<file path="src/ssr_map.svh">
// Named constants for the stop and restart sequencer.
// Assumes the serial unit packs its control and status bits as laid out below.
`ifndef SSR_MAP_SVH
`define SSR_MAP_SVH

// ==========================================================================
// Register selection on the serial unit's access port
// ==========================================================================
`define SSR_SEL_CTRL 1'h0
`define SSR_SEL_DATA 1'h1

// ==========================================================================
// Bit positions in the serial control and status registers
// ==========================================================================
`define SSR_BIT_MASTER_SEL 7
`define SSR_BIT_TRX        6
`define SSR_BIT_BUS_BUSY   5
`define SSR_BIT_PIN 4
`define SSR_BIT_LRB 0

// ==========================================================================
// Restart setup waits in nanoseconds and the local clock period
// ==========================================================================
`define SSR_TSU_STA_STD_NS  4700
`define SSR_TSU_STA_FAST_NS 600
`define SSR_CLK_PERIOD_NS   10

// ==========================================================================
// Widths
// ==========================================================================
`define SSR_CNT_W  16
`define SSR_BYTE_W 8

`endif

</file>
<file path="src/ssr_ctrl_note_end.sv">
// Closing file of the sequencer sources; it defines nothing of its own.
// Assumes the other sequencer files stand beside it.
`timescale 1ns/1ps

</file>
<file path="src/ssr_pkg.sv">
// Types shared by the stop and restart sequencer modules.
// Assumes ssr_map.svh is on the include path.
`include "ssr_map.svh"

package ssr_pkg;

  // ========================================================================
  // Sequencer states
  // ========================================================================
  typedef enum logic [3:0]
  {
    SSR_IDLE,
    SSR_STOP_CHK,
    SSR_STOP_WR,
    SSR_STOP_WAIT,
    SSR_RS_WR,
    SSR_RS_BUSY,
    SSR_RS_LRB,
    SSR_RS_SETUP,
    SSR_RS_ADDR,
    SSR_RS_START
  } ssr_state_t;

  // ========================================================================
  // Whole state of the sequencer
  // ========================================================================
  typedef struct packed
  {
    ssr_state_t                 state;
    logic                       gap;
    logic                       we;
    logic                       sel;
    logic [`SSR_BYTE_W-1:0]     wdata;
    logic                       rx_mode;
    logic                       fast;
    logic [`SSR_BYTE_W-1:0]     addr;
    logic [`SSR_CNT_W-1:0]      cnt;
    logic                       sda_prev;
    logic                       done;
    logic                       error;
  } ssr_main_t;

  // ========================================================================
  // Whole state of the pin synchroniser
  // ========================================================================
  typedef struct packed
  {
    logic [1:0] s1;
    logic [1:0] s2;
    logic [1:0] s3;
    logic [1:0] lvl;
  } ssr_sync_t;

endpackage
</file>
<file path="src/ssr_pin_if.sv">
// Carrier for the filtered bus line levels between synchroniser and sequencer.
// Assumes both ends run on the same clock.
`timescale 1ns/1ps

interface ssr_pin_if;
  logic scl_lvl;
  logic sda_lvl;

  modport sync (output scl_lvl, output sda_lvl);
  modport user (input scl_lvl, input sda_lvl);
endinterface

</file>
<file path="src/ssr_ctrl.sv">
// Stop and restart sequencer that drives a two-wire serial unit from outside.
// Assumes the unit offers a request/acknowledge register port and that the
// bus lines are visible as plain inputs for watching.
`timescale 1ns/1ps
`include "ssr_map.svh"

module ssr_ctrl
#(
  parameter int CLK_PERIOD_NS = `SSR_CLK_PERIOD_NS,
  parameter int TSU_STD_NS    = `SSR_TSU_STA_STD_NS,
  parameter int TSU_FAST_NS   = `SSR_TSU_STA_FAST_NS
)
(
  // Clock and reset.
  input  wire logic                   clock_in,
  input  wire logic                   srst_in,
  // User commands.
  input  wire logic                   cmd_stop_in,
  input  wire logic                   cmd_restart_in,
  input  wire logic                   rx_mode_in,
  input  wire logic                   fast_mode_in,
  input  wire logic [`SSR_BYTE_W-1:0] restart_addr_in,
  // User status.
  output logic                        busy_out,
  output logic                        done_out,
  output logic                        error_out,
  // Register access port of the serial unit.
  output logic                        dev_req_out,
  output logic                        dev_we_out,
  output logic                        dev_sel_out,
  output logic [`SSR_BYTE_W-1:0]      dev_wdata_out,
  input  wire logic                   dev_ack_in,
  input  wire logic [`SSR_BYTE_W-1:0] dev_rdata_in,
  // Bus lines, watched only.
  input  wire logic                   clock_line_pin_in,
  input  wire logic                   data_line_pin_in
);
  import ssr_pkg::*;

  // ========================================================================
  // Derived timing
  // ========================================================================
  // A least time rounds up to whole cycles and never falls below one.
  function automatic logic [`SSR_CNT_W-1:0] ns_to_cyc(input int ns);
    int c;
    c = (ns + CLK_PERIOD_NS - 1) / CLK_PERIOD_NS;
    if (c < 1)
    begin
      c = 1;
    end
    return c[`SSR_CNT_W-1:0];
  endfunction

  localparam logic [`SSR_CNT_W-1:0] TSU_STD_CYC  = ns_to_cyc(TSU_STD_NS);
  localparam logic [`SSR_CNT_W-1:0] TSU_FAST_CYC = ns_to_cyc(TSU_FAST_NS);

  // ========================================================================
  // Control byte builder
  // ========================================================================
  // Pending is always written as one; every sequence here wants it set.
  function automatic logic [`SSR_BYTE_W-1:0] ctl_byte(input logic msel,
                                                      input logic trx,
                                                      input logic busy);
    logic [`SSR_BYTE_W-1:0] b;
    b                       = '0;
    b[`SSR_BIT_MASTER_SEL]  = msel;
    b[`SSR_BIT_TRX]         = trx;
    b[`SSR_BIT_BUS_BUSY]    = busy;
    b[`SSR_BIT_PIN]  = 1'b1;
    return b;
  endfunction

  // ========================================================================
  // Pin synchroniser
  // ========================================================================
  ssr_pin_if pins ();

  ssr_pin_sync u_sync
  (
    .clock_in   (clock_in),
    .srst_in    (srst_in),
    .scl_raw_in (clock_line_pin_in),
    .sda_raw_in (data_line_pin_in),
    .pins       (pins)
  );

  // ========================================================================
  // Sequencer state
  // ========================================================================
  ssr_main_t st_r;
  ssr_main_t st_nxt;
  logic      access_state;

  // States that hold a register access open on the unit's port.
  always_comb
  begin
    case (st_r.state)
      SSR_STOP_CHK,
      SSR_STOP_WR,
      SSR_RS_WR,
      SSR_RS_BUSY,
      SSR_RS_ADDR,
      SSR_RS_START: access_state = 1'b1;
      SSR_RS_LRB:   access_state = !st_r.rx_mode;
      default:      access_state = 1'b0;
    endcase
  end

  // ========================================================================
  // Next state
  // ========================================================================
  // The gap bit drops the request for one cycle after each acknowledge, so
  // a poll that stays in its state never merges two accesses into one.
  always_comb
  begin
    st_nxt          = st_r;
    st_nxt.done     = 1'b0;
    st_nxt.error    = 1'b0;
    st_nxt.gap      = 1'b0;
    st_nxt.sda_prev = pins.sda_lvl;
    case (st_r.state)
      SSR_IDLE:
      begin
        st_nxt.rx_mode = rx_mode_in;
        st_nxt.fast    = fast_mode_in;
        st_nxt.addr    = restart_addr_in;
        if (cmd_stop_in)
        begin
          // Busy must read one before a stop may be asked for.
          st_nxt.state = SSR_STOP_CHK;
          st_nxt.we    = 1'b0;
          st_nxt.sel   = `SSR_SEL_CTRL;
        end
        else if (cmd_restart_in)
        begin
          st_nxt.state = SSR_RS_WR;
          st_nxt.we    = 1'b1;
          st_nxt.sel   = `SSR_SEL_CTRL;
          st_nxt.wdata = ctl_byte(1'b0, 1'b0, 1'b0);
        end
      end
      SSR_STOP_CHK:
      begin
        if (dev_ack_in)
        begin
          if (dev_rdata_in[`SSR_BIT_BUS_BUSY])
          begin
            st_nxt.state = SSR_STOP_WR;
            st_nxt.we    = 1'b1;
            st_nxt.wdata = ctl_byte(1'b1, 1'b1, 1'b0);
            st_nxt.gap   = 1'b1;
          end
          else
          begin
            // Bus not busy: a stop has nothing to end.
            st_nxt.state = SSR_IDLE;
            st_nxt.we    = 1'b0;
            st_nxt.error = 1'b1;
          end
        end
      end
      SSR_STOP_WR:
      begin
        if (dev_ack_in)
        begin
          st_nxt.state = SSR_STOP_WAIT;
          st_nxt.we    = 1'b0;
        end
      end
      SSR_STOP_WAIT:
      begin
        // No access at all here: the control bits stay as written until
        // the data line rises while the clock line is high.
        if (pins.scl_lvl && pins.sda_lvl && !st_r.sda_prev)
        begin
          st_nxt.state = SSR_IDLE;
          st_nxt.done  = 1'b1;
        end
      end
      SSR_RS_WR:
      begin
        if (dev_ack_in)
        begin
          st_nxt.state = SSR_RS_BUSY;
          st_nxt.we    = 1'b0;
          st_nxt.gap   = 1'b1;
        end
      end
      SSR_RS_BUSY:
      begin
        // The bus still counts as busy to others; only our own busy
        // status is awaited here.
        if (dev_ack_in)
        begin
          st_nxt.gap = 1'b1;
          if (!dev_rdata_in[`SSR_BIT_BUS_BUSY])
          begin
            st_nxt.state = SSR_RS_LRB;
          end
        end
      end
      SSR_RS_LRB:
      begin
        // A receiver has already sent its negative acknowledge, so the
        // last bit says nothing; the clock line itself is watched.
        if (st_r.rx_mode)
        begin
          if (pins.scl_lvl)
          begin
            st_nxt.state = SSR_RS_SETUP;
            st_nxt.cnt   = st_r.fast ? TSU_FAST_CYC : TSU_STD_CYC;
          end
        end
        else if (dev_ack_in)
        begin
          st_nxt.gap = 1'b1;
          if (dev_rdata_in[`SSR_BIT_LRB])
          begin
            st_nxt.state = SSR_RS_SETUP;
            st_nxt.cnt   = st_r.fast ? TSU_FAST_CYC : TSU_STD_CYC;
          end
        end
      end
      SSR_RS_SETUP:
      begin
        // The unit does not time the setup, so this count is the only
        // guard on it.
        if (st_r.cnt <= `SSR_CNT_W'(1))
        begin
          st_nxt.state = SSR_RS_ADDR;
          st_nxt.cnt   = '0;
          st_nxt.we    = 1'b1;
          st_nxt.sel   = `SSR_SEL_DATA;
          st_nxt.wdata = st_r.addr;
        end
        else
        begin
          st_nxt.cnt = st_r.cnt - `SSR_CNT_W'(1);
        end
      end
      SSR_RS_ADDR:
      begin
        if (dev_ack_in)
        begin
          st_nxt.state = SSR_RS_START;
          st_nxt.sel   = `SSR_SEL_CTRL;
          st_nxt.wdata = ctl_byte(1'b1, 1'b1, 1'b1);
          st_nxt.gap   = 1'b1;
        end
      end
      SSR_RS_START:
      begin
        if (dev_ack_in)
        begin
          st_nxt.state = SSR_IDLE;
          st_nxt.we    = 1'b0;
          st_nxt.done  = 1'b1;
        end
      end
      default:
      begin
        st_nxt.state = SSR_IDLE;
      end
    endcase
  end

  // ========================================================================
  // State register
  // ========================================================================
  // The data line reads high at rest, so the edge memory starts high and a
  // spurious stop cannot be seen just after reset.
  always_ff @(posedge clock_in)
  begin
    if (srst_in)
    begin
      st_r          <= '0;
      st_r.sda_prev <= 1'b1;
    end
    else
    begin
      st_r <= st_nxt;
    end
  end

  // ========================================================================
  // Outputs
  // ========================================================================
  // The request is a handshake output and may be combinational; its
  // qualifiers all come from registers.
  assign dev_req_out   = access_state && !st_r.gap;
  assign dev_we_out    = st_r.we;
  assign dev_sel_out   = st_r.sel;
  assign dev_wdata_out = st_r.wdata;
  assign busy_out      = (st_r.state != SSR_IDLE);
  assign done_out      = st_r.done;
  assign error_out     = st_r.error;
endmodule

</file>
<file path="src/ssr_pin_sync.sv">
// Three-stage synchroniser with agreement filter for the two bus lines.
// Assumes the raw lines are asynchronous to clock_in.
`timescale 1ns/1ps

module ssr_pin_sync
(
  // Clock and reset.
  input  wire logic clock_in,
  input  wire logic srst_in,
  // Raw bus lines.
  input  wire logic scl_raw_in,
  input  wire logic sda_raw_in,
  // Filtered levels.
  ssr_pin_if.sync   pins
);
  import ssr_pkg::*;

  ssr_sync_t st_r;
  ssr_sync_t st_nxt;

  // ========================================================================
  // Next state
  // ========================================================================
  // A level is taken only once the second and third stages agree, so a
  // metastable first stage never reaches the output. A phase that stands
  // two cycles is followed, well inside the least widths of an outside driver.
  always_comb
  begin
    st_nxt    = st_r;
    st_nxt.s1 = {scl_raw_in, sda_raw_in};
    st_nxt.s2 = st_r.s1;
    st_nxt.s3 = st_r.s2;
    for (int i = 0; i < 2; i++)
    begin
      if (st_r.s2[i] == st_r.s3[i])
      begin
        st_nxt.lvl[i] = st_r.s3[i];
      end
    end
  end

  // Idle bus lines are high, so reset to high.
  always_ff @(posedge clock_in)
  begin
    if (srst_in)
    begin
      st_r <= '1;
    end
    else
    begin
      st_r <= st_nxt;
    end
  end

  // Level outputs.
  assign pins.scl_lvl = st_r.lvl[1];
  assign pins.sda_lvl = st_r.lvl[0];
endmodule

</file>
<file path="config.mk">
export PLATFORM = sky130hd
export DESIGN_NAME = ssr_ctrl
export DESIGN_NICKNAME = d
export VERILOG_FILES = /design/src/ssr_ctrl_note_end.sv /design/src/ssr_pkg.sv /design/src/ssr_pin_if.sv /design/src/ssr_ctrl.sv /design/src/ssr_pin_sync.sv
export VERILOG_INCLUDE_DIRS = /design/src
export SDC_FILE = /design/constraint.sdc
export NUM_CORES = 1
export LEC_CHECK = 0
export BUFFER_PORTS_ARGS = -buffer_cell sky130_fd_sc_hd__buf_4
export CAP_MARGIN = 20
export CORE_MARGIN = 4
export CORE_UTILIZATION = 40
export DETAILED_ROUTE_END_ITERATION = 12
export HOLD_SLACK_MARGIN = 0.1
export PLACE_DENSITY = 0.61
export SYNTH_ARGS = -nofsm -noshare
export SYNTH_HDL_FRONTEND = slang
export SYNTH_HIERARCHICAL = 1
export SYNTH_SLANG_ARGS = --single-unit
</file>
<file path="constraint.sdc">
create_clock -name clock_in -period 2.2 [get_ports clock_in]
set_clock_uncertainty 0.15 [all_clocks]
set_input_delay 0 -clock clock_in [delete_from_list [all_inputs] [get_ports clock_in]]
set_output_delay 0 -clock clock_in [all_outputs]
set_load 0.01 [all_outputs]
</file>
==> results of run 1 <==
## routing by layer
layer | global-route usage | vias up | share of wire
met2 | 0.285 | 59 | 0.46
met3 | 0.0415 | 12 | 0.045
met4 | 0.0447 | 0 | 0.013
li1 | - | 1305 | -
met1 | 0.240 | 1198 | 0.49
met5 | 0 | - | 0
## worst reg2reg max path: stages (launching register included)
cell	delay (ns)
dfxtp_2	0.33
or2_4	0.25
or4_4	0.45
or4_4	0.49
nor4b_4	0.29
xnor2_1	0.17
nor2_2	0.04
## placed cells by master, fill, tap and decap left out, types with 3 or more instances in the layout
| master | Yosys | layout |
|---|---|---|
| buf_4 | 9 | 81 |
| dfxtp_1 | 52 | 47 |
| nand2_1 | 41 | 41 |
| a21oi_1 | 33 | 33 |
| nor2_1 | 30 | 30 |
| dlygate4sd3_1 | 0 | 20 |
| nor3_1 | 15 | 14 |
| a211oi_1 | 13 | 12 |
| inv_1 | 10 | 10 |
| o21ai_0 | 8 | 8 |
| a31oi_1 | 8 | 8 |
| xnor2_1 | 6 | 6 |
| or2_1 | 7 | 6 |
| o21a_1 | 5 | 5 |
| clkbuf_8 | 0 | 5 |
| dfxtp_2 | 0 | 5 |
| or4_4 | 3 | 4 |
| nand3_1 | 4 | 4 |
| xor2_1 | 4 | 4 |
| o22a_1 | 3 | 3 |
## kinds of logic after synthesis
| group | share of synthesized area |
|---|---|
| adders and majority gates | 0.00945 |
| and+or+nand+nor | 0.254 |
| DFF | 0.393 |
| xor gates and xnor gates | 0.0331 |
| buffers and inverters | 0.0695 |
| AOI/OAI and AO/OA | 0.241 |
## registers in the layout, indices dropped and copies added, names as in the netlist
signal               count
dev_sel_out              1
dev_wdata_out            8
dev_we_out               1
done_out                 1
error_out                1
st_r                    32
u_sync/pins.scl_lvl      1
u_sync/pins.sda_lvl      1
u_sync/st_nxt            4
u_sync/st_r              2
## final timing paths
path                    start          endpoint  depth (start not counted)
min reg2reg  u_sync/st_nxt[4]  u_sync/st_nxt[2]                          1
max reg2reg           st_r[5]          st_r[14]                          6
min          u_sync/st_nxt[4]  u_sync/st_nxt[2]                          1
max                   st_r[5]          st_r[14]                          6
## power groups by stage
stage                     logic [mW]  registers (mW)  clock network [mW]
after global routing            2.16            1.30               0.609
after CTS                       1.88            1.26               0.575
after floorplan                 1.18            1.22                   0
final                           1.98            1.28               0.555
after detailed placement        1.85            1.28                   0
after global placement          1.84            1.28                   0
## timing repair
item	in CTS	in global routing
endpoints found under the setup margin	6	22
gates resized for setup	1	16
hold endpoints to repair	34	0
setup buffers	0	1
pin swaps	0	3
hold buffers	20	0
## layout make-up
class	count	area [um^2]
Clock inverter	2	16.3
Sequential cell	52	1050
Timing Repair Buffer	102	828
Multi-Input combinational cell	232	1470
Inverter	11	45.0
Tap cell	77	96.3
Fill cell	613	2810
Clock buffer	6	72.6
==> flow_summary.json, run 1 <==
{
  "critPathKind": "reg2reg",
  "io_buffers": 32,
  "synth-seq-cells": 52,
  "post-route-period-util": 1.03,
  "avgSynthCellArea_um2": 8.30,
  "clk_pin_slew_ns": 0.10,
  "slowest_stage": "or4_4",
  "area_growth_pct": 35.2,
  "critical_path.max_stage_delay_ns": 0.49,
  "wl_um": 6890,
  "drc": 0,
  "dp_hpwl_um": 4970,
  "timing.fmax_mhz": 443,
  "internal_power_mw": 2.32,
  "final_layout_size_suffix_gt1_frac": 0.294,
  "clockBufferDepth": 2,
  "place_area_um2": 3230,
  "sw_frac_of_total": 0.393,
  "finalSetupViolations": 2,
  "hold_slack_ns": 0.295,
  "grtUsageTotal": 0.177,
  "tightest_slew_ns": 0.651,
  "gr-total-overflow": 0,
  "pre_cts_slack_ns": -0.0248,
  "p_sw_mw": 1.50,
  "crit_top_cell": "or4_4",
  "die_x_um": 89.4,
  "drt_iter0_drc": 108,
  "p_leak_nw": 1.48,
  "synthesis.area_um2": 2650,
  "hold_violations": 0,
  "vdd_drop_max_uv": 676,
  "crit_family": "simple AND/OR/NAND/NOR gates",
  "critPathLaunchType": "flop",
  "fin_nets": 431,
  "drv_cap": 0,
  "start_util": 0.415,
  "io_pins": 39,
  "drt-pass1-iter-count": 4,
  "die-area_um2": 7980,
  "synth_top_area_frac": 0.393,
  "clockRootBuffer": "clkbuf_8",
  "cp_num_buf_inv": 0,
  "p_comb_frac": 0.520,
  "viasPerCell": 5.34,
  "cts-htree-levels": 2,
  "violations": "negative setup slack",
  "crit_path_end_kind": "flop",
  "cp.arrival_ns": 2.33,
  "grt_pass1_vias": 2318,
  "cts_sinks": 52,
  "yosys_warnings": 6,
  "cts_tree": "done",
  "clock_latency_ns": 0.31,
  "cp_cell_sequence": "or2_4 -> or4_4 -> or4_4 -> nor4b_4 -> xnor2_1 -> nor2_2",
  "hold_class": "reg2reg",
  "ys_types": 56,
  "period_needed_ns": 2.26,
  "die_h_um": 89.4,
  "pwr-share-clk": 0.145,
  "rows": 29,
  "placedCellCount": 453,
  "place.gp.congestion": 0.877,
  "syn_nets": 346,
  "crit_fanout": 5,
  "grt_start_max_net_pins": 42,
  "finalSetupTns_ns": -0.0643,
  "rrSetupSlack_ns": -0.06,
  "rsz0062_at_grt": "true",
  "synth-async-reset-ratio": 0,
  "core-area_um2": 6390,
  "vias": 2574,
  "synth_area_leaders": "dfxtp_1, a21oi_1, nand2_1",
  "n_antenna_cell": 0,
  "relSlewSlack": 0.563,
  "status": "complete, but fails checks",
  "final_area_um2": 3580,
  "ant_nets": 0,
  "power.density_nw_per_um2": 1070,
  "seqPwrFrac": 0.335,
  "worst_slack_ns": -0.0594,
  "syn_inst": 319,
  "cts_inserted_buffers": 5,
  "final_core_util": 0.560,
  "post_drt_wl_per_cell_um": 14.3,
  "total_power_mw": 3.81,
  "grt_pass1_wl_um": 11100,
  "cp.required_ns": 2.27,
  "synthTopCellsByCount": "dfxtp_1, nand2_1, a21oi_1",
  "synth_most_common_cell": "dfxtp_1",
  "antenna_found_initial": 0,
  "finalNonFillerCells": 482,
  "synth-edff-count": 0,
  "yosysSeqAreaShare": 0.393,
  "synth_top_area_cell": "dfxtp_1",
  "synth_ff_type": "dfxtp_1",
  "slew_viol_final": 0
}
Power figures use the tool's default switching activity.
==> run 2: changes to the inputs <==
clock period = 1.9 ns   (was 2.2 ns; I/O delays follow)
==> run 2 against run 1 <==
The flow still finishes with violations (negative setup slack). Sequential share of layout area fell by 2.8 points. Combinational power rose by 45%. Count of clock-buffer cells in the layout fell by 1. Routed wire length rose by 11%. Power rose by 32%. Hold slack got worse by 0.17 ns. Sequential power rose by 16%. Cell count rose by 4.6%. Via count rose by 5.6%.
==> flow_summary.json, run 2 (synthesized netlist as in run 1, its figures left out) <==
{
  "clk_pin_slew_ns": 0.10,
  "cp_cell_sequence": "or2_1 -> or4_4 -> or4_4 -> nor4b_4 -> xnor2_1 -> nor2_2",
  "grtUsageTotal": 0.195,
  "hold_class": "in2reg",
  "drt_iter0_drc": 120,
  "die_x_um": 89.4,
  "grt_start_max_net_pins": 42,
  "p_leak_nw": 1.65,
  "drc": 0,
  "post_drt_wl_per_cell_um": 15.2,
  "critPathLaunchType": "flop",
  "fillers": 540,
  "wl_um": 7640,
  "cts-htree-levels": 2,
  "worst_slack_ns": -0.316,
  "relSlewSlack": 0.677,
  "place_area_um2": 3300,
  "post-route-period-util": 1.17,
  "cp.required_ns": 1.96,
  "clock_latency_ns": 0.31,
  "layout_commonest_cell": "buf_4",
  "die-area_um2": 7980,
  "core-area_um2": 6390,
  "grt_pass1_vias": 2548,
  "power.density_nw_per_um2": 1250,
  "cts_tree": "done",
  "dp_hpwl_um": 5090,
  "cp.arrival_ns": 2.28,
  "final_area_um2": 4010,
  "gr-total-overflow": 0,
  "final_core_util": 0.628,
  "io_buffers": 32,
  "cts_inserted_buffers": 5,
  "clockRootBuffer": "clkbuf_8",
  "vias": 2719,
  "status": "complete, but fails checks",
  "critical_path.max_stage_delay_ns": 0.49,
  "crit_path_end_kind": "flop",
  "slew_viol_final": 0,
  "n_antenna_cell": 0,
  "largest_reg_flops": 32,
  "fin_nets": 453,
  "ff2ff_path_depth": 6,
  "total_power_mw": 5.02,
  "finalSetupViolations": 29,
  "timing.fmax_mhz": 451,
  "crit_top_cell": "or4_4",
  "min_path_cells": 4,
  "tightest_slew_ns": 0.485,
  "hold_violations": 0,
  "crit_fanout": 5,
  "drt-pass1-iter-count": 4,
  "slowest_stage": "or4_4",
  "rrSetupSlack_ns": -0.32,
  "pre_cts_slack_ns": -0.316,
  "holdPathEnd": "dev_wdata_out[5]",
  "critPathKind": "reg2reg",
  "antenna_found_initial": 0,
  "clockBufferDepth": 2,
  "ant_nets": 0,
  "multi_input_area_um2": 1690,
  "place.gp.congestion": 0.864,
  "io_pins": 39,
  "violations": "negative setup slack",
  "rows": 29,
  "viasPerCell": 5.39,
  "die_h_um": 89.4,
  "largest-register": "st_r",
  "final_layout_size_suffix_gt1_frac": 0.433,
  "area_growth_pct": 51.4,
  "drv_cap": 0,
  "period_needed_ns": 2.22,
  "reg2reg_from": "st_r[5]",
  "rr_endpoint": "st_r[14]",
  "finalNonFillerCells": 504,
  "rsz0062_at_grt": "true",
  "hp-start": "cmd_restart_in",
  "placedCellCount": 464,
  "grt_pass1_wl_um": 12300,
  "start_util": 0.415,
  "final_cell_mix": "buf_4, dfxtp_1, nand2_1, nor2_1, a21oi_1",
  "cts_sinks": 52,
  "vdd_drop_max_uv": 880,
  "register_area_um2": 1060
}
## run 2: stage by stage
step | hold WS, ns | setup TNS, ns
after floorplan | -0.0713 | -4.60
after global placement | 0.0321 | -5.37
after detailed placement | 0.0341 | -5.63
after CTS | 0.117 | -4.61
after global routing | 0.128 | -6.79
final | 0.129 | -3.86
## run 2: cell type report
cell class / count / area share
multi-input combinational: 232 / 0.422
tap: 77 / 0.0240
clock buffer: 5 / 0.0172
timing repair buffer: 124 / 0.255
inverter: 11 / 0.0122
sequential: 52 / 0.264
clock inverter: 3 / 0.00531
## run 2: worst max-delay path by stage
stage                        from                to  slack [ns]
after global routing      st_r[5]          st_r[12]       -0.36
after floorplan           st_r[7]  dev_wdata_out[4]       -0.30
after detailed placement  st_r[5]          st_r[14]       -0.32
final                     st_r[5]          st_r[14]       -0.32
after CTS                 st_r[5]          st_r[14]       -0.30
after global placement    st_r[5]          st_r[14]       -0.30
## run 2: per-layer routing
layer,GRT usage,wire length (um),vias to the layer above,part of all wire
met5,0,0,-,0
met4,0.0555,72,0,0.0094
met3,0.0313,303,8,0.040
met2,0.323,3820,71,0.50
met1,0.263,3450,1288,0.45
li1,-,-,1352,-
## run 2: repair_timing
action	CTS	global route
endpoints found under the hold margin	31	0
hold buffers	16	0
pin swaps	32	17
resized for setup	56	33
endpoints found under the setup margin	31	31
setup buffers	12	9
## run 2: critical path: cells and delay by family, from the launching register on
kind | cells | cell delay (ns)
simple gates | 5 | 1.48
xor+xnor | 1 | 0.16
flops | 1 | 0.33
## run 2: power breakdown
group	internal, mW	leakage [nW]	switching, mW	total (mW)
combinational	1.43	1.18	1.45	2.88
sequential	1.31	0.429	0.174	1.48
clock	0.262	0.0445	0.390	0.652
